--- config.mk ---
export PLATFORM = sky130hd
export DESIGN_NAME = bal_button
export DESIGN_NICKNAME = d
export VERILOG_FILES = /design/src/rtl/bal_pkg.sv /design/src/rtl/bal_button.sv
export SDC_FILE = /design/constraint.sdc
export NUM_CORES = 1
export LEC_CHECK = 0
export BUFFER_PORTS_ARGS = -buffer_cell sky130_fd_sc_hd__buf_2
export CAP_MARGIN = 20
export CORE_ASPECT_RATIO = 0.6
export CORE_MARGIN = 2
export CORE_UTILIZATION = 53
export DETAILED_ROUTE_END_ITERATION = 7
export GPL_ROUTABILITY_DRIVEN = 0
export PLACE_DENSITY = 0.76
export SETUP_SLACK_MARGIN = 0.4
export SYNTH_ARGS = -nofsm -noshare
export SYNTH_HDL_FRONTEND = slang
export SYNTH_SLANG_ARGS = --single-unit
--- constraint.sdc ---
create_clock -name i_clock -period 2.36 [get_ports i_clock]
set_clock_uncertainty 0.1 [all_clocks]
set_input_delay 0.472 -clock i_clock [delete_from_list [all_inputs] [get_ports i_clock]]
set_output_delay 0.472 -clock i_clock [all_outputs]
set_load 0.02 [all_outputs]
--- src/rtl/bal_pkg.sv ---
// Package: constants and types for the button action and lock handler
package bal_pkg;

  // ==========================================================================
  // APB register map (byte addresses)
  localparam logic [7:0] ADDR_CONFIG   = 8'h00;  // Actions, lock mode, dual flag
  localparam logic [7:0] ADDR_LOCK_SEC = 8'h04;  // Auto lock seconds
  localparam logic [7:0] ADDR_SIGSEL   = 8'h08;  // Offset signal selection
  localparam logic [7:0] ADDR_STATUS   = 8'h0c;  // Live state, read only

  // ==========================================================================
  // Config field positions
  localparam int CFG_SHORT_LSB = 0;   // 4 bits
  localparam int CFG_LONG_LSB  = 4;   // 4 bits
  localparam int CFG_LOCK_LSB  = 8;   // 2 bits
  localparam int CFG_DUAL_BIT  = 12;
  localparam int SIG_ALL_BIT   = 31;  // Select all signals
  localparam int SIG_W         = 16;  // Explicit signal list width

  // Status field positions
  localparam int ST_MASTER_LSB = 0;   // 16 bits of mastered signals
  localparam int ST_LIGHT1_BIT = 16;
  localparam int ST_LIGHT2_BIT = 17;
  localparam int ST_LOCKED_BIT = 18;
  localparam int ST_PRESS_BIT  = 19;

  // ==========================================================================
  // Reset values
  localparam logic [31:0] CONFIG_RST   = 32'h0000_0000;
  localparam logic [31:0] LOCK_SEC_RST = 32'h0000_000a;
  localparam logic [31:0] SIGSEL_RST   = 32'h8000_0000;

  // ==========================================================================
  // Action codes
  typedef enum logic [3:0] {
    ACT_NONE     = 4'h0,
    ACT_DARK     = 4'h1,
    ACT_DARK_CH1 = 4'h2,
    ACT_DARK_CH2 = 4'h3,
    ACT_ZO_APPLY = 4'h4,
    ACT_ZO_CLEAR = 4'h5,
    ACT_LIGHT    = 4'h6,
    ACT_LIGHT_C1 = 4'h7,
    ACT_LIGHT_C2 = 4'h8
  } bal_action_t;

  // Lock modes
  localparam logic [1:0] LOCK_NONE   = 2'h0;
  localparam logic [1:0] LOCK_ACTIVE = 2'h1;
  localparam logic [1:0] LOCK_AUTO   = 2'h2;

  // ==========================================================================
  // Timing
  localparam int CLK_HZ        = 200_000_000;
  localparam int SHORT_MAX_MS  = 2000;   // Short press below 2 s
  localparam int LONG_MAX_MS   = 5000;   // Long press up to 5 s
  localparam int TICK_CYC      = CLK_HZ / 1000;   // Cycles per millisecond
  localparam int MS_PER_SEC    = 1000;

  // Press tracker states
  typedef enum logic [1:0] {
    ST_IDLE  = 2'b01,
    ST_PRESS = 2'b10
  } bal_state_t;

endpackage : bal_pkg
--- src/rtl/bal_button.sv ---
// Module: multifunction button press timing, action dispatch and key lock
// Behaviour
// - Dark action on single-channel unit starts dark reference capture.
// - Dual unit channel-one dark action captures sensor one only.
// - Dual unit channel-two dark action captures sensor two only.
// - Apply action masters only the currently selected signals.
// - Clear action removes mastering from the affected signals.
// - Single unit light action inverts the light source state.
// - Dual unit light actions toggle sensor one or two independently.
// - Selection is all signals or an explicit list, limiting mastering.
// - Lock disabled: presses always act; none action does nothing.
// - Immediate lock ignores presses right from restart.
// - Auto lock accepts presses until configured seconds pass, then locks.
`timescale 1ns/1ps
`default_nettype none

module bal_button (
  input  wire logic        i_clock,
  input  wire logic        i_srst,
  input  wire logic        i_button,        // Raw button pin, high = pressed
  input  wire logic        i_psel,
  input  wire logic        i_penable,
  input  wire logic        i_pwrite,
  input  wire logic [7:0]  i_paddr,
  input  wire logic [31:0] i_pwdata,
  output logic      [31:0] o_prdata,
  output logic             o_pready,
  output logic             o_pslverr,
  output logic             o_dark_reference_capture,
  output logic             o_dark_reference_capture_ch1,
  output logic             o_dark_reference_capture_ch2,
  output logic      [15:0] o_offset_active,   // Per signal mastering on
  output logic             o_light_ch1,
  output logic             o_light_ch2,
  output logic             o_locked
);
  import bal_pkg::*;

  // ==========================================================================
  // Registers
  logic [31:0] cfg_r, cfg_nxt, lsec_r, lsec_nxt, sig_r, sig_nxt;
  logic [31:0] prdata_r, prdata_nxt;
  logic        pready_r, pready_nxt, pslverr_r, pslverr_nxt;
  logic [2:0]  sync_r, sync_nxt;
  logic        btn_r, btn_nxt;
  bal_state_t  state_r, state_nxt;
  logic [17:0] div_r, div_nxt;
  logic [12:0] press_ms_r, press_ms_nxt;
  logic [9:0]  sec_ms_r, sec_ms_nxt;
  logic [31:0] up_sec_r, up_sec_nxt;
  logic        locked_r, locked_nxt;
  logic        dk_r, dk_nxt, dk1_r, dk1_nxt, dk2_r, dk2_nxt;
  logic [15:0] ofs_r, ofs_nxt;
  logic        l1_r, l1_nxt, l2_r, l2_nxt;
  logic        tick, press_end, dual, fire;
  logic [15:0] sel_mask;
  bal_action_t act;

  assign dual     = cfg_r[CFG_DUAL_BIT];
  assign tick     = (div_r == 18'(TICK_CYC - 1));
  // Selection: all bit overrides the list
  assign sel_mask = sig_r[SIG_ALL_BIT] ? 16'hffff : sig_r[SIG_W-1:0];

  // ==========================================================================
  // APB slave, one wait-free access; unmapped reads zero with pslverr
  always_comb begin
    cfg_nxt     = cfg_r;
    lsec_nxt    = lsec_r;
    sig_nxt     = sig_r;
    prdata_nxt  = prdata_r;
    pready_nxt  = 1'b0;
    pslverr_nxt = 1'b0;
    if (i_psel && !i_penable) begin
      pready_nxt = 1'b1;
      prdata_nxt = 32'h0;
      unique case (i_paddr)
        ADDR_CONFIG:   prdata_nxt = cfg_r;
        ADDR_LOCK_SEC: prdata_nxt = lsec_r;
        ADDR_SIGSEL:   prdata_nxt = sig_r;
        ADDR_STATUS: begin
          prdata_nxt[ST_MASTER_LSB +: 16] = ofs_r;
          prdata_nxt[ST_LIGHT1_BIT]       = l1_r;
          prdata_nxt[ST_LIGHT2_BIT]       = l2_r;
          prdata_nxt[ST_LOCKED_BIT]       = locked_r;
          prdata_nxt[ST_PRESS_BIT]        = btn_r;
        end
        default:       pslverr_nxt = 1'b1;
      endcase
    end
    // Writes land only at the access edge, so a dropped transfer changes nothing
    if (i_psel && i_penable && pready_r && i_pwrite) begin
      unique case (i_paddr)
        ADDR_CONFIG:   cfg_nxt  = i_pwdata & 32'h0000_13ff;
        ADDR_LOCK_SEC: lsec_nxt = i_pwdata;
        ADDR_SIGSEL:   sig_nxt  = i_pwdata & 32'h8000_ffff;
        default:       ;
      endcase
    end
  end

  // ==========================================================================
  // Millisecond tick, press timer and uptime for auto lock
  always_comb begin
    sync_nxt     = {sync_r[1:0], i_button};  // Three-stage pin synchroniser
    btn_nxt      = (sync_r[1] == sync_r[2]) ? sync_r[2] : btn_r;
    div_nxt      = tick ? 18'h0 : 18'(div_r + 18'h1);
    state_nxt    = state_r;
    press_ms_nxt = press_ms_r;
    sec_ms_nxt   = sec_ms_r;
    up_sec_nxt   = up_sec_r;
    press_end    = 1'b0;
    if (tick) begin
      sec_ms_nxt = (sec_ms_r == 10'(MS_PER_SEC - 1)) ? 10'h0 : 10'(sec_ms_r + 10'h1);
      if (sec_ms_r == 10'(MS_PER_SEC - 1) && up_sec_r != 32'hffff_ffff)
        up_sec_nxt = up_sec_r + 32'h1;
    end
    unique case (state_r)
      ST_IDLE: begin
        press_ms_nxt = 13'h0;
        if (btn_r) state_nxt = ST_PRESS;
      end
      ST_PRESS: begin
        // Saturate beyond 5 s so long holds never wrap back
        if (tick && press_ms_r <= 13'(LONG_MAX_MS)) press_ms_nxt = 13'(press_ms_r + 13'h1);
        if (!btn_r) begin
          press_end = 1'b1;  // Evaluate once, on release
          state_nxt = ST_IDLE;
        end
      end
      default: state_nxt = ST_IDLE;
    endcase
  end

  // ==========================================================================
  // Lock: none always open, active locked from restart, auto after timeout
  always_comb begin
    unique case (cfg_r[CFG_LOCK_LSB +: 2])
      LOCK_ACTIVE: locked_nxt = 1'b1;
      LOCK_AUTO:   locked_nxt = (up_sec_r >= lsec_r);
      default:     locked_nxt = 1'b0;
    endcase
  end

  // ==========================================================================
  // Action select by duration; over 5 s nothing
  always_comb begin
    act  = ACT_NONE;
    fire = 1'b0;
    if (press_end && !locked_r) begin
      if (press_ms_r < 13'(SHORT_MAX_MS)) begin
        act = bal_action_t'(cfg_r[CFG_SHORT_LSB +: 4]);
      end else if (press_ms_r <= 13'(LONG_MAX_MS)) begin
        act = bal_action_t'(cfg_r[CFG_LONG_LSB +: 4]);
      end
      fire = 1'b1;
    end
  end

  // Action execution, one-cycle capture strobes
  always_comb begin
    dk_nxt  = 1'b0;
    dk1_nxt = 1'b0;
    dk2_nxt = 1'b0;
    ofs_nxt = ofs_r;
    l1_nxt  = l1_r;
    l2_nxt  = l2_r;
    if (fire) begin
      case (act)
        ACT_DARK:     dk_nxt  = 1'b1;
        ACT_DARK_CH1: dk1_nxt = dual;
        ACT_DARK_CH2: dk2_nxt = dual;
        ACT_ZO_APPLY: ofs_nxt = ofs_r | sel_mask;
        ACT_ZO_CLEAR: ofs_nxt = ofs_r & ~sel_mask;
        ACT_LIGHT: begin
          l1_nxt = ~l1_r;
          if (dual) l2_nxt = ~l2_r;
        end
        ACT_LIGHT_C1: if (dual) l1_nxt = ~l1_r;
        ACT_LIGHT_C2: if (dual) l2_nxt = ~l2_r;
        default: ;
      endcase
    end
  end

  // ==========================================================================
  // State registers
  always_ff @(posedge i_clock) begin
    if (i_srst) begin
      cfg_r      <= CONFIG_RST;
      lsec_r     <= LOCK_SEC_RST;
      sig_r      <= SIGSEL_RST;
      prdata_r   <= 32'h0;
      pready_r   <= 1'b0;
      pslverr_r  <= 1'b0;
      sync_r     <= 3'h0;
      btn_r      <= 1'b0;
      state_r    <= ST_IDLE;
      div_r      <= 18'h0;
      press_ms_r <= 13'h0;
      sec_ms_r   <= 10'h0;
      up_sec_r   <= 32'h0;
      locked_r   <= 1'b0;
      dk_r       <= 1'b0;
      dk1_r      <= 1'b0;
      dk2_r      <= 1'b0;
      ofs_r      <= 16'h0;
      l1_r       <= 1'b1;  // Light on after restart
      l2_r       <= 1'b1;
    end else begin
      cfg_r      <= cfg_nxt;
      lsec_r     <= lsec_nxt;
      sig_r      <= sig_nxt;
      prdata_r   <= prdata_nxt;
      pready_r   <= pready_nxt;
      pslverr_r  <= pslverr_nxt;
      sync_r     <= sync_nxt;
      btn_r      <= btn_nxt;
      state_r    <= state_nxt;
      div_r      <= div_nxt;
      press_ms_r <= press_ms_nxt;
      sec_ms_r   <= sec_ms_nxt;
      up_sec_r   <= up_sec_nxt;
      locked_r   <= locked_nxt;
      dk_r       <= dk_nxt;
      dk1_r      <= dk1_nxt;
      dk2_r      <= dk2_nxt;
      ofs_r      <= ofs_nxt;
      l1_r       <= l1_nxt;
      l2_r       <= l2_nxt;
    end
  end

  assign o_prdata  = prdata_r;
  assign o_pready  = pready_r;
  assign o_pslverr = pslverr_r;
  assign o_dark_reference_capture     = dk_r;
  assign o_dark_reference_capture_ch1 = dk1_r;
  assign o_dark_reference_capture_ch2 = dk2_r;
  assign o_offset_active = ofs_r;
  assign o_light_ch1     = l1_r;
  assign o_light_ch2     = l2_r;
  assign o_locked        = locked_r;
endmodule : bal_button

`default_nettype wire

; After elaboration in Yosys (flattened, before gate mapping)
; Cells that the tools add are included.
[word_totals]
reg_bits = 195
inputBits = 46
[classes]
addsub = 4
order_cmp = 3
eq_ne = 23
mux = 22
n_bitwise = 9
n_reduce_logical = 29
[op_table]
columns = op, count
row1 = 20-bit one-hot mux with 4 select lines, 1
row2 = 32-bit by 1-bit adder with 32-bit output (second input constant), 1
row3 = 32-bit >= comparator, 1
row4 = 32-bit != test (second input constant), 1
row5 = 16-bit one-hot mux with 2 select lines, 1
row6 = 13-bit one-hot mux with 2 select lines, 1
row7 = 12-bit one-hot mux with 2 select lines, 1
row8 = 18-bit by 1-bit adder with 18-bit output (second input constant), 1
row9 = 18-bit equality test (second input constant), 1
row10 = 16-bit bitwise AND, 1
row11 = 4-bit by 3-bit equality test with 1-bit output (second input constant), 4
row12 = 8-bit by 4-bit equality test with 1-bit output (second input constant), 2
row13 = 16-bit 2-to-1 mux, 1
row14 = 16-bit inverter, 1
row15 = 16-bit bitwise OR, 1
row16 = 2-bit AND reduction, 7
row17 = 13-bit by 1-bit adder with 13-bit output (second input constant), 1
row18 = 13-bit less-or-equal comparator (second input constant), 1
row19 = 13-bit by 11-bit < comparator with 1-bit output (second input constant), 1
row20 = 13-bit 2-to-1 mux, 1
row21 = 4-bit 2-to-1 mux, 3
row22 = 10-bit by 1-bit adder with 10-bit output (second input constant), 1
row23 = 10-bit equality test (second input constant), 1
row24 = 10-bit 2-to-1 mux, 1
row25 = other kinds (21), 54

; Depth between registers and ports, before layout
; Gate-level depths: netlist of run 1.
[depth]
depth_word = 7
ltp_mapped = 10

; Least setup slack after synthesis of run 1
; OpenSTA, ideal clock, no wires.
[synth_path]
kind = flip-flop to flip-flop
startpoint = reg div_r[13]
endpoint = reg up_sec_r[30]
t_arrival_ps = 2131
t_required_ps = 2190
slack_ps = 59
stages_incl_launch_ff = 8
n_path_buf = 1
period_less_slack_ps = 2301
cell_sequence = dfxtp_1 or4_4 nor2_8 nand4_4 or4b_1 buf_2 or3_1 a21oi_1
[synth_via]
elab_chain_cells = 2
[synth_rtl]
columns = item, line_no
row1 = "start, declared", bal_button.sv:47  ; logic [17:0] div_r, div_nxt;
row2 = "start signal, assigned", bal_button.sv:219  ; div_r <= div_nxt;
row3 = 18-bit equality test, bal_button.sv:60  ; assign tick = (div_r == 18'(TICK_CYC - 1));
row4 = 2-bit AND reduction (no line), --
row5 = "end signal, assigned", bal_button.sv:222  ; up_sec_r <= up_sec_nxt;
row6 = "end, declared", bal_button.sv:50  ; logic [31:0] up_sec_r, up_sec_nxt;
; Every way passes these cells.
; A chain may end at the register's enable or synchronous reset.

; Final worst setup path of run 1
[layout_path]
startpoint = reg div_r[12]
endpoint = reg sec_ms_r[5]
[layout_via]
elab_chain_cells = 1
[layout_rtl]
columns = item, line_no
row1 = 18-bit equality test, bal_button.sv:60
row2 = "end signal, assigned", bal_button.sv:221  ; sec_ms_r <= sec_ms_nxt;
row3 = "end, declared", bal_button.sv:49  ; logic [9:0] sec_ms_r, sec_ms_nxt;
; Every way passes these cells.

==> results of run 1 <==
worst max-delay path: stages, from the launching register on:
cell	delay (ps)
dfxtp_2	330
or4_4	580
buf_4	160
buf_6	110
buf_6	110
nor4_4	190
nand4_1	170
buf_6	170
or3_4	330
a21oi_2	150
where the power goes:
part | internal, mW | total [mW] | switching (mW)
Sequential | 3.29 | 3.30 | 0.00606
Clock | 1.72 | 3.00 | 1.28
Combinational | 0.0744 | 0.204 | 0.130
layout make-up:
| type | instances | share of cell area, % |
|---|---|---|
| multi-input cells | 763 | 45.6 |
| flip-flops and latches | 195 | 32.9 |
| repair buffers | 206 | 12.7 |
| clock buffers | 23 | 3.91 |
| well taps | 234 | 2.45 |
| inverters | 43 | 1.35 |
| clock inverters | 8 | 1.07 |
worst min-delay path by stage:
stage,startpoint,to,slack [ps],cells after the start
2_1_floorplan,sync_r[0],sync_r[1],310,1
3_3_place_gp,div_r[0],div_r[0],340,1
3_5_place_dp,div_r[0],div_r[0],350,1
4_1_cts,i_button,sync_r[0],160,2
5_1_grt,i_pwdata[27],lsec_r[27],170,3
6_report,i_button,sync_r[0],160,2
synth_stat cells, drive strengths merged (6+ instances only):
library cell,n
nand2b,9
nor3,10
mux2i,29
ha,39
inv,43
nor2,143
a21o,15
clkbuf,48
dfxtp,195
nor4,7
o211ai,19
o21ai,27
nand3b,8
nand2,148
nand4,18
and3,17
or3,12
xnor2,15
mux4,11
xor2,33
and2,9
nor2b,9
a22o,6
a22oi,28
and4,6
nand3,31
mux2,7
buf,7
a21oi,75
registers in the layout, indices dropped and copies added, names as in the netlist, 2 cells and up, named ones only:
| signal | count |
|---|---|
| lsec_r | 32 |
| cfg_r | 11 |
| sync_r | 3 |
| div_r | 18 |
| sec_ms_r | 10 |
| sig_r | 17 |
| state_r | 2 |
| press_ms_r | 13 |
| up_sec_r | 32 |
| o_prdata | 32 |
repair_timing:
action | CTS | global route
setup buffers | 29 | 13
cloned | 3 | 2
endpoints found under the setup margin | 71 | 96
pin swaps | 71 | 65
gates resized for setup | 111 | 82
logic make-up after synthesis:
logic type / synth area share (%)
adder cells (fa/ha/maj): 5.35
XOR/XNOR: 4.61
AO/OA/AOI/OAI: 13.3
flip-flops: 42.8
buffers and inverters: 4.09
AND/OR/NAND/NOR: 23.1
multiplexers: 6.77
stage by stage:
step | cells | utilization [%] | instance area, µm² | setup slack (ps)
floorplan | 1056 | - | 9210 | 63.2
global placement | 1394 | 60.6 | 10300 | 45.1
global route | 1472 | 70.4 | 12000 | -157
CTS | 1457 | 68.1 | 11600 | -68.9
detailed placement | 1394 | 60.6 | 10300 | -59.6
finish | 1472 | 70.4 | 12000 | -118
routing by layer:
metal | part of all wire (%) | vias to the layer above | GRT usage [%]
met3 | 7.4 | 51 | 6.39
met1 | 44 | 4198 | 39.5
li1 | - | 4005 | -
met4 | 1.8 | 0 | 8.23
met2 | 47 | 333 | 45.4
met5 | 0 | - | 0
==> impl_results.md, run 1 <==
- Synth Cell Area: between 9000 and 10000 µm²
- CTS tree: done
- Maximum VDD drop: around 420 µV
- 1st-pass router iterations: 6
- Setup Crit Path Kind: flip-flop to flip-flop
- CTS Sinks: approximately 200
- Synth top area share: between 40% and 50%
- Layout cells sized above 1: between 30% and 40%
- CTS root buffer: clkbuf_16
- WHS: 163 ps
- Vias in the first global route: roughly 8000
- Area taken by multi-input logic gates: ~5500 µm²
- Reg2Reg Depth: 9
- Row count: 37
- Grt total ovfl: 0
- Total die area: roughly 18000 µm²
- Via density per instance: slightly below 6
- Worst setup margin: -118 ps
- Period utilisation layout: 105%
- Synthesized Nets: between 1000 and 1500
- Final hold violation count: 0
- CTS Buf Count: 17
- Overall global routing resource usage: 28.7%
- CP Data Required Time: roughly 2600 ps
- Synth area leaders: dfxtp_1, nand2_1, nor2_1
- Power Density: around 540 nW/µm²
- Die Wd: roughly 170 µm
- Period minus WS final: 2480 ps
- Ant diodes: 0
- Initial antenna violation count: 0
- Filler cells: 1218
- Critical Path AT: 2740 ps
- Crit path launch: div_r[12]
- Synth warnings: 0
- R2R Path End: sec_ms_r[5]
- Worst setup endpoint: sec_ms_r[5]
- Top Ports: slightly above 100
- CTS Hold Bufs: 0
- DP Wirelength: between 15 and 20 mm
- Setup crit end kind: flip-flop
- RSZ-0062 raised after global routing: true
- Vias: approximately 8600
- Clk slew on worst S/H paths: 70 ps
- Dominant cell type by area after synthesis: dfxtp_1
- Seq/Total Area, Yosys: roughly 43%
- Reg area: a little under 4000 µm²
- Overall Power: approximately 6.5 mW
- Initial Utilization: a little over half
- Clock latency on the worst-skew pair: between 400 and 500 ps
- First-pass GRT wire length: ~42 mm
- Status: finished with violations
- Yosys cell types: 62
- Most common cell after layout, fill and taps aside: dfxtp_1
- Max_slew headroom: between 50 and 60%
- Final setup viols: 12
- Max Cap Viol: 0
- Max Fclk: approximately 400 MHz
- Slew Viols, Final: 0
- Die height: 106 µm
- Post-synth EDFFs: 0
- Most used DFF post-synth: dfxtp_1
- Synth-to-Final Area Change: 31.3%
- Setup TNS: -647 ps
- Critical Path Start Type: flip-flop
- Worst Hold Class: input port to flip-flop
- Drt drc: 0
- Max clock buf depth: 2
- Failing checks: negative setup slack
- Total Routed Length: about 27 mm
- Avg WL per Cell: 18.6 µm
- Leakage: 4.91 nW
- Crit-path max FO: 6
- Synthesized instance count: around 1100
- Mean cell area of the mapped netlist: between 8 and 9 µm²
- Core area: roughly 17000 µm²
- Nets@finish: between 1000 and 1500
- ANT nets after route: 0
- Post-synthesis register bit count: about 200
- CTS H-tree depth: 4
- Commonest non-fill, non-tap cells in the layout: dfxtp_1, nand2_1, nor2_1, buf_2
- Slew @ Worst Pin: 633 ps
- Synth async-reset ratio: 0%
- R2r setup slk: -120 ps
- Initial DRC count: approximately 770
- R2R Path Start: div_r[12]
- Number of buffers added on ports: ~100
- Largest net degree at the start of global routing: 54
Power figures use the tool's default switching activity.
==> run 2, diff against run 1 <==
--- a/config.mk
+++ b/config.mk
@@ -13,7 +13,6 @@
 export DETAILED_ROUTE_END_ITERATION = 7
 export GPL_ROUTABILITY_DRIVEN = 0
 export PLACE_DENSITY = 0.76
-export SETUP_SLACK_MARGIN = 0.4
 export SYNTH_ARGS = -nofsm -noshare
 export SYNTH_HDL_FRONTEND = slang
 export SYNTH_SLANG_ARGS = --single-unit
==> constraint.sdc (replaced) <==
create_clock -name i_clock -period 2.36 [get_ports i_clock]
set_clock_uncertainty 0.1 [all_clocks]
set_input_delay 0.472 -clock i_clock [delete_from_list [all_inputs] [get_ports i_clock]]
set_output_delay 0.472 -clock i_clock [all_outputs]
set_load 0.1 [all_outputs]
==> run 2 against run 1 <==
Effect of this change:
- the flow still finishes with violations (negative setup slack)
- critical path depth down 2
- via count down 4.9%
- critical path type unchanged
- sequential cell count unchanged
- largest cell class unchanged
- register-to-register slack better by 70 ps
- critical endpoint is now up_sec_r[26]
- fmax up 2.7%
- cell count down 2.3%
- setup slack better by 66 ps
- highest routed layer unchanged
- combinational power about the same
==> impl_results.md, run 2 (same netlist as run 1, synthesis figures left out) <==
- Initial Utilization: 53.6% (unchanged)
- Max clock buf depth: 2 (unchanged)
- Avg WL per Cell: 16.8 µm (-9.6%)
- Total Routed Length: 24.2 mm (-12%)
- Power Density: 573 nW/µm² (+5.4%)
- Switching share of power: 24.4% (+2.6 points)
- RSZ-0062 raised after global routing: true
- Worst setup endpoint: up_sec_r[26]
- Layout cells sized above 1: 21.7% (-9.9 points)
- Reg2Reg Depth: 7 (-2)
- Top Ports: 102 (unchanged)
- Max_slew headroom: 41.4% (-16 points)
- Die Wd: 173 µm (unchanged)
- Number of buffers added on ports: 101 (unchanged)
- Setup Crit Path Kind: flip-flop to flip-flop
- Largest net degree at the start of global routing: 45 (-17%)
- Synth-to-Final Area Change: 20.7%
- Total net switching power: 1.54 mW (+8.3%)
- CTS H-tree depth: 4 (unchanged)
- Nets@finish: 1276 (-2.7%)
- Max Cap Viol: 0 (unchanged)
- Grt total ovfl: 0 (unchanged)
- Critical Path Start Type: flip-flop
- CTS Buf Count: 17 (unchanged)
- Failing checks: negative setup slack
- Place WS: -123 ps (-63.1 ps)
- ANT nets after route: 0 (unchanged)
- Worst path max stage delay: 600 ps (+20 ps)
- Maximum VDD drop: 523 µV (+24%)
- Critical Path AT: 2670 ps (-70 ps)
- Filler cells: 1369 (+12%)
- R2R Path End: up_sec_r[26]
- Crit path cell chain: ha_4, nand4_1, nor4_4, nand4_4, or4b_4, or3_4, a21oi_2
- Final core occ: 64.7% (-5.7 points)
- Crit path launch: sec_ms_r[0]
- Via density per instance: 5.68 (-2.6%)
- Core area: 17000 µm² (unchanged)
- Ant diodes: 0 (unchanged)
- Final setup viols: 5 (-7)
- Vias: 8170 (-4.9%)
- CP Data Required Time: 2620 ps (about the same)
- Final hold violation count: 0 (unchanged)
- 1st-pass router iterations: 6 (unchanged)
- Period utilisation layout: 102% (-2.8 points)
- Commonest non-fill, non-tap cells in the layout: dfxtp_1, nand2_1, nor2_1, buf_2, a21oi_1
- Crit path max-delay cell type: or4b_4
- Die height: 106 µm (unchanged)
- CTS Sinks: 195 (unchanged)
- Drt drc: 0 (unchanged)
- Status: finished with violations
- Worst Hold Class: input port to flip-flop
- First-pass GRT wire length: 38.9 mm (-7.2%)
- Total die area: 18300 µm² (unchanged)
- Overall global routing resource usage: 26.4% (-2.3 points)
- Worst setup margin: -52.2 ps (+65.7 ps)
- Pint: 4.77 mW (-6.3%)
- WHS: 158 ps (-5.41 ps)
- Slew Viols, Final: 0 (unchanged)
- Clock Power Share: 44.5% (-1.6 points)
- Clock latency on the worst-skew pair: 430 ps (about the same)
- Row count: 37 (unchanged)
- Combinational share of power: 3.2% (about the same)
- CTS tree: done
- CTS root buffer: clkbuf_16
- CTS Hold Bufs: 0 (unchanged)
- Slew @ Worst Pin: 877 ps (+244 ps)
- Most common cell after layout, fill and taps aside: dfxtp_1
- Vias in the first global route: 7553 (-5.7%)
- Initial DRC count: 695 (-9.5%)
- Register share of total power: 52.3% (+1.6 points)
- R2r setup slk: -50 ps (+70 ps)
- Hold Crit Depth: 2 (unchanged)
- R2R Path Start: sec_ms_r[0]
- DP Wirelength: 17.1 mm (+0.23%)
- Leakage: 4.60 nW (-6.2%)
- Max Fclk: 415 MHz (+2.7%)
- Initial antenna violation count: 0 (unchanged)
- Crit-path max FO: 6 (unchanged)
- Period minus WS final: 2410 ps (-65.7 ps)
- Setup crit end kind: flip-flop
- Clk slew on worst S/H paths: 80 ps (about the same)
run 2: routing by layer:
metal | vias to the layer above | part of all wire [%] | wire length, µm | GRT usage, %
li1 | 3944 | - | - | -
met2 | 310 | 45 | 10800 | 41.0
met4 | 0 | 0.52 | 126 | 5.02
met1 | 3905 | 47 | 11400 | 38.5
met3 | 11 | 7.6 | 1830 | 5.12
met5 | - | 0 | 0 | 0
run 2: critical path: cells and delay by family, from the launching register on:
family / cells / cell delay, ps
and+or+nand+nor: 5 / 1640
DFF: 1 / 360
AOI/OAI and AO/OA: 1 / 110
adders and majority gates: 1 / 140
run 2: worst min-delay path by stage:
stage,from,slack (ps),endpoint
finish,i_button,160,sync_r[0]
global route,i_button,160,sync_r[0]
CTS,i_button,150,sync_r[0]
detailed placement,sync_r[0],320,sync_r[1]
global placement,sync_r[0],330,sync_r[1]
floorplan,sync_r[0],310,sync_r[1]
run 2: power groups by stage:
stage | logic [mW] | clock network [mW] | registers, mW
final | 0.201 | 2.80 | 3.30
after global routing | 0.215 | 2.98 | 3.30
after CTS | 0.198 | 2.83 | 3.30
after detailed placement | 0.197 | 0 | 3.38
after global placement | 0.197 | 0 | 3.38
after floorplan | 0.0956 | 0 | 3.39
run 2: per-stage QoR:
stage	TNS [ps]	instances	area, µm²	power, mW
after CTS	0	1432	10900	6.33
after detailed placement	-398	1399	10300	3.57
final	-145	1438	11000	6.30
after global placement	0	1399	10300	3.57
after floorplan	0	1056	9110	3.48
after global routing	-1250	1438	11000	6.49
run 2: final cells by class:
type	count	area, µm²	area share, %
well taps	234	293	2.66
multi-input cells	763	4950	45.0
inverters	43	161	1.47
clock buffers	17	425	3.87
clock inverters	15	139	1.26
flip-flops and latches	195	3910	35.6
repair buffers	171	1120	10.2
run 2: timing repair:
| item | CTS | global route |
|---|---|---|
| setup buffers | 1 | 6 |
| resized for setup | 4 | 26 |
| setup endpoints to repair | 14 | 57 |
| pin swaps | 0 | 14 |
==> run 3, diff against run 2 <==
--- a/config.mk
+++ b/config.mk
@@ -8,11 +8,12 @@
 export BUFFER_PORTS_ARGS = -buffer_cell sky130_fd_sc_hd__buf_2
 export CAP_MARGIN = 20
 export CORE_ASPECT_RATIO = 0.6
-export CORE_MARGIN = 2
+export CORE_MARGIN = 4
 export CORE_UTILIZATION = 53
 export DETAILED_ROUTE_END_ITERATION = 7
 export GPL_ROUTABILITY_DRIVEN = 0
 export PLACE_DENSITY = 0.76
+export RECOVER_POWER = 100
 export SYNTH_ARGS = -nofsm -noshare
 export SYNTH_HDL_FRONTEND = slang
 export SYNTH_SLANG_ARGS = --single-unit
==> constraint.sdc (replaced) <==
create_clock -name i_clock -period 2.2 [get_ports i_clock]
set_clock_uncertainty 0.1 [all_clocks]
set_input_delay 0.44 -clock i_clock [delete_from_list [all_inputs] [get_ports i_clock]]
set_output_delay 0.44 -clock i_clock [all_outputs]
set_load 0.1 [all_outputs]
==> run 3 against run 2 <==
Effect of this change:
- the flow still finishes with violations (negative setup slack)
- sequential power grew 7.3%
- sequential cell count unchanged
- global-route usage decreased by 0.23 points
- via count rose by 2.0%
- design area grew 4.7%
- critical endpoint is now up_sec_r[28]
- first-iteration DRC count rose by 2.9%
- non-clock buffer count grew 54
- critical path depth down 1
- total power grew 10%
- largest cell class unchanged
- sequential share of layout area decreased by 1.6 points
- clock-buffer cell count is 2 higher
==> impl_results.md, run 3 (same netlist as run 1, synthesis figures left out) <==
- Synth-to-Final Area Change: 26.3%
- CP bufs+invs: 0 (unchanged)
- Initial DRC count: 715 (+2.9%)
- R2R Path Start: div_r[13]
- Clock Power Share: 45.8% (+1.3 points)
- Setup TNS: -1380 ps (-1230 ps)
- Slew @ Worst Pin: 863 ps (-14.0 ps)
- Worst path max stage delay: 580 ps (-20 ps)
- Failing checks: negative setup slack
- Overall Power: 6.95 mW (+10%)
- Initial antenna violation count: 0 (unchanged)
- Final instance area: 11500 µm² (+4.7%)
- Inst Count DP: 1445 (+3.3%)
- Nets@finish: 1330 (+4.2%)
- Core area: 16500 µm² (-2.7%)
- Final core occ: 69.7% (+4.9 points)
- Period minus WS final: 2320 ps (-89.1 ps)
- Die height: 110 µm (+3.8%)
- Most common cell after layout, fill and taps aside: dfxtp_1
- Place WS: -145 ps (-22.1 ps)
- Avg WL per Cell: 17.3 µm (+3.1%)
- Vias: 8335 (+2.0%)
- Worst Hold Class: input port to flip-flop
- RSZ-0062 raised after global routing: true
- Cell Count, Final, Fillers Out: 1486 (+3.3%)
- 1st-pass router iterations: 8 (+2)
- Total die area: 19400 µm² (+6.2%)
- CTS H-tree depth: 4 (unchanged)
- Maximum VDD drop: 476 µV (-9.0%)
- Combinational share of power: 3.3% (about the same)
- Total net switching power: 1.67 mW (+8.7%)
- R2R Path End: up_sec_r[28]
- WHS: 143 ps (-14.5 ps)
- Crit path cell chain: or4_4, nor2_8, nand4_4, or4b_4, or3_4, a21oi_2
- Max_slew headroom: 42.5% (+1.0 points)
- Overall global routing resource usage: 26.2% (-0.23 points)
- Crit-path max FO: 6 (unchanged)
- Crit path launch: div_r[13]
- Top Ports: 102 (unchanged)
- Initial Utilization: 55.1% (+1.5 points)
- Switching share of power: 24.0% (-0.35 points)
- Final setup viols: 30 (+25)
- CTS Sinks: 195 (unchanged)
- Period utilisation layout: 106% (+3.4 points)
- Max Cap Viol: 0 (unchanged)
- Final hold violation count: 0 (unchanged)
- Critical Path Start Type: flip-flop
- Drt drc: 0 (unchanged)
- ANT nets after route: 0 (unchanged)
- Slew Viols, Final: 0 (unchanged)
- Ant diodes: 0 (unchanged)
- Setup Crit Path Kind: flip-flop to flip-flop
- DP Wirelength: 18.3 mm (+7.1%)
- Crit path max-delay family: simple AND/OR/NAND/NOR gates
- Largest net degree at the start of global routing: 50 (+11%)
- Vias in the first global route: 7790 (+3.1%)
- R2r setup slk: -120 ps (-70 ps)
- Filler cells: 1288 (-5.9%)
- CP Data Required Time: 2470 ps (-150 ps)
- Layout cells sized above 1: 26.7% (+5.0 points)
- Via density per instance: 5.61 (-1.3%)
- Placed Area: 10700 µm² (+4.1%)
- Total Routed Length: 25.8 mm (+6.6%)
- CTS root buffer: clkbuf_16
- Clock latency on the worst-skew pair: 430 ps (about the same)
- Hold Startpoint: i_pwdata[17]
- Grt total ovfl: 0 (unchanged)
- First-pass GRT wire length: 40.8 mm (+4.7%)
- Leakage: 4.83 nW (+5.1%)
- Setup crit end kind: flip-flop
- Pint: 5.28 mW (+11%)
- Status: finished with violations
- Commonest non-fill, non-tap cells in the layout: dfxtp_1, nand2_1, nor2_1, buf_4
- CTS Buf Count: 17 (unchanged)
- Number of buffers added on ports: 101 (unchanged)
- Power Density: 604 nW/µm² (+5.4%)
- Max clock buf depth: 2 (unchanged)
- Hold worst-path end: lsec_r[17]
- Crit path max-delay cell type: or4_4
- Worst setup margin: -123 ps (-70.9 ps)
- Max Fclk: 430 MHz (+3.8%)
- Reg2Reg Depth: 6 (-1)
- CTS Hold Bufs: 0 (unchanged)
- Hold Crit Depth: 3 (+1)
- Row count: 36 (-2.7%)
- CTS tree: done
- Die Wd: 177 µm (+2.3%)
- Critical Path AT: 2590 ps (-80 ps)
- Clk slew on worst S/H paths: 80 ps (about the same)
- Register share of total power: 50.9% (-1.4 points)
run 3: cell count changes in the layout (fill, tap and decap cells not counted), sizes merged:
cell | previous run | this run
clkbuf | 17 | 93
buf | 171 | 151
inv | 52 | 49
clkinv | 5 | 3
clkinvlp | 1 | 3
bufinv | 0 | 1
run 3: routing by layer:
metal  share of wire [%]  global-route usage [%]  vias to the layer above
met1                  48                    38.2                     3946
met3                 7.5                    5.46                       36
met4                 1.2                    6.18                        0
li1                    -                       -                     4042
met5                   0                       0                        -
met2                  44                    40.1                      311
run 3: worst max-delay path by stage:
stage / to / slack (ps) / cells past startpoint
2_1_floorplan: up_sec_r[30] / -100 / 7
3_3_place_gp: up_sec_r[17] / -120 / 6
3_5_place_dp: up_sec_r[28] / -140 / 6
4_1_cts: up_sec_r[28] / -110 / 6
5_1_grt: up_sec_r[12] / -200 / 10
6_report: up_sec_r[28] / -120 / 6
run 3: cell type report:
| cell class | count | area (µm²) | area share (%) |
|---|---|---|---|
| Clock inverter | 13 | 141 | 1.23 |
| Sequential cell | 195 | 3910 | 34.0 |
| Inverter | 43 | 161 | 1.40 |
| Multi-Input combinational cell | 763 | 5080 | 44.1 |
| Tap cell | 228 | 285 | 2.48 |
| Clock buffer | 19 | 453 | 3.93 |
| Timing Repair Buffer | 225 | 1490 | 12.9 |
run 3: worst register-to-register path: cells and delay by family, from the launching register on:
| family | cells | cell delay [ps] |
|---|---|---|
| flops | 1 | 320 |
| simple gates | 5 | 1720 |
| compound gates | 1 | 130 |
run 3: repair_timing:
item | CTS | global route
pin swaps | 5 | 25
cloned | 0 | 0
resized for setup | 15 | 53
endpoints found under the setup margin | 30 | 59
setup buffers | 3 | 6
run 3: power groups by stage:
stage	clock network, mW	registers [mW]	logic, mW
after floorplan	0	3.63	0.103
after global placement	0	3.62	0.224
after detailed placement	0	3.62	0.225
after CTS	3.17	3.54	0.226
after global routing	3.35	3.54	0.246
final	3.19	3.54	0.228
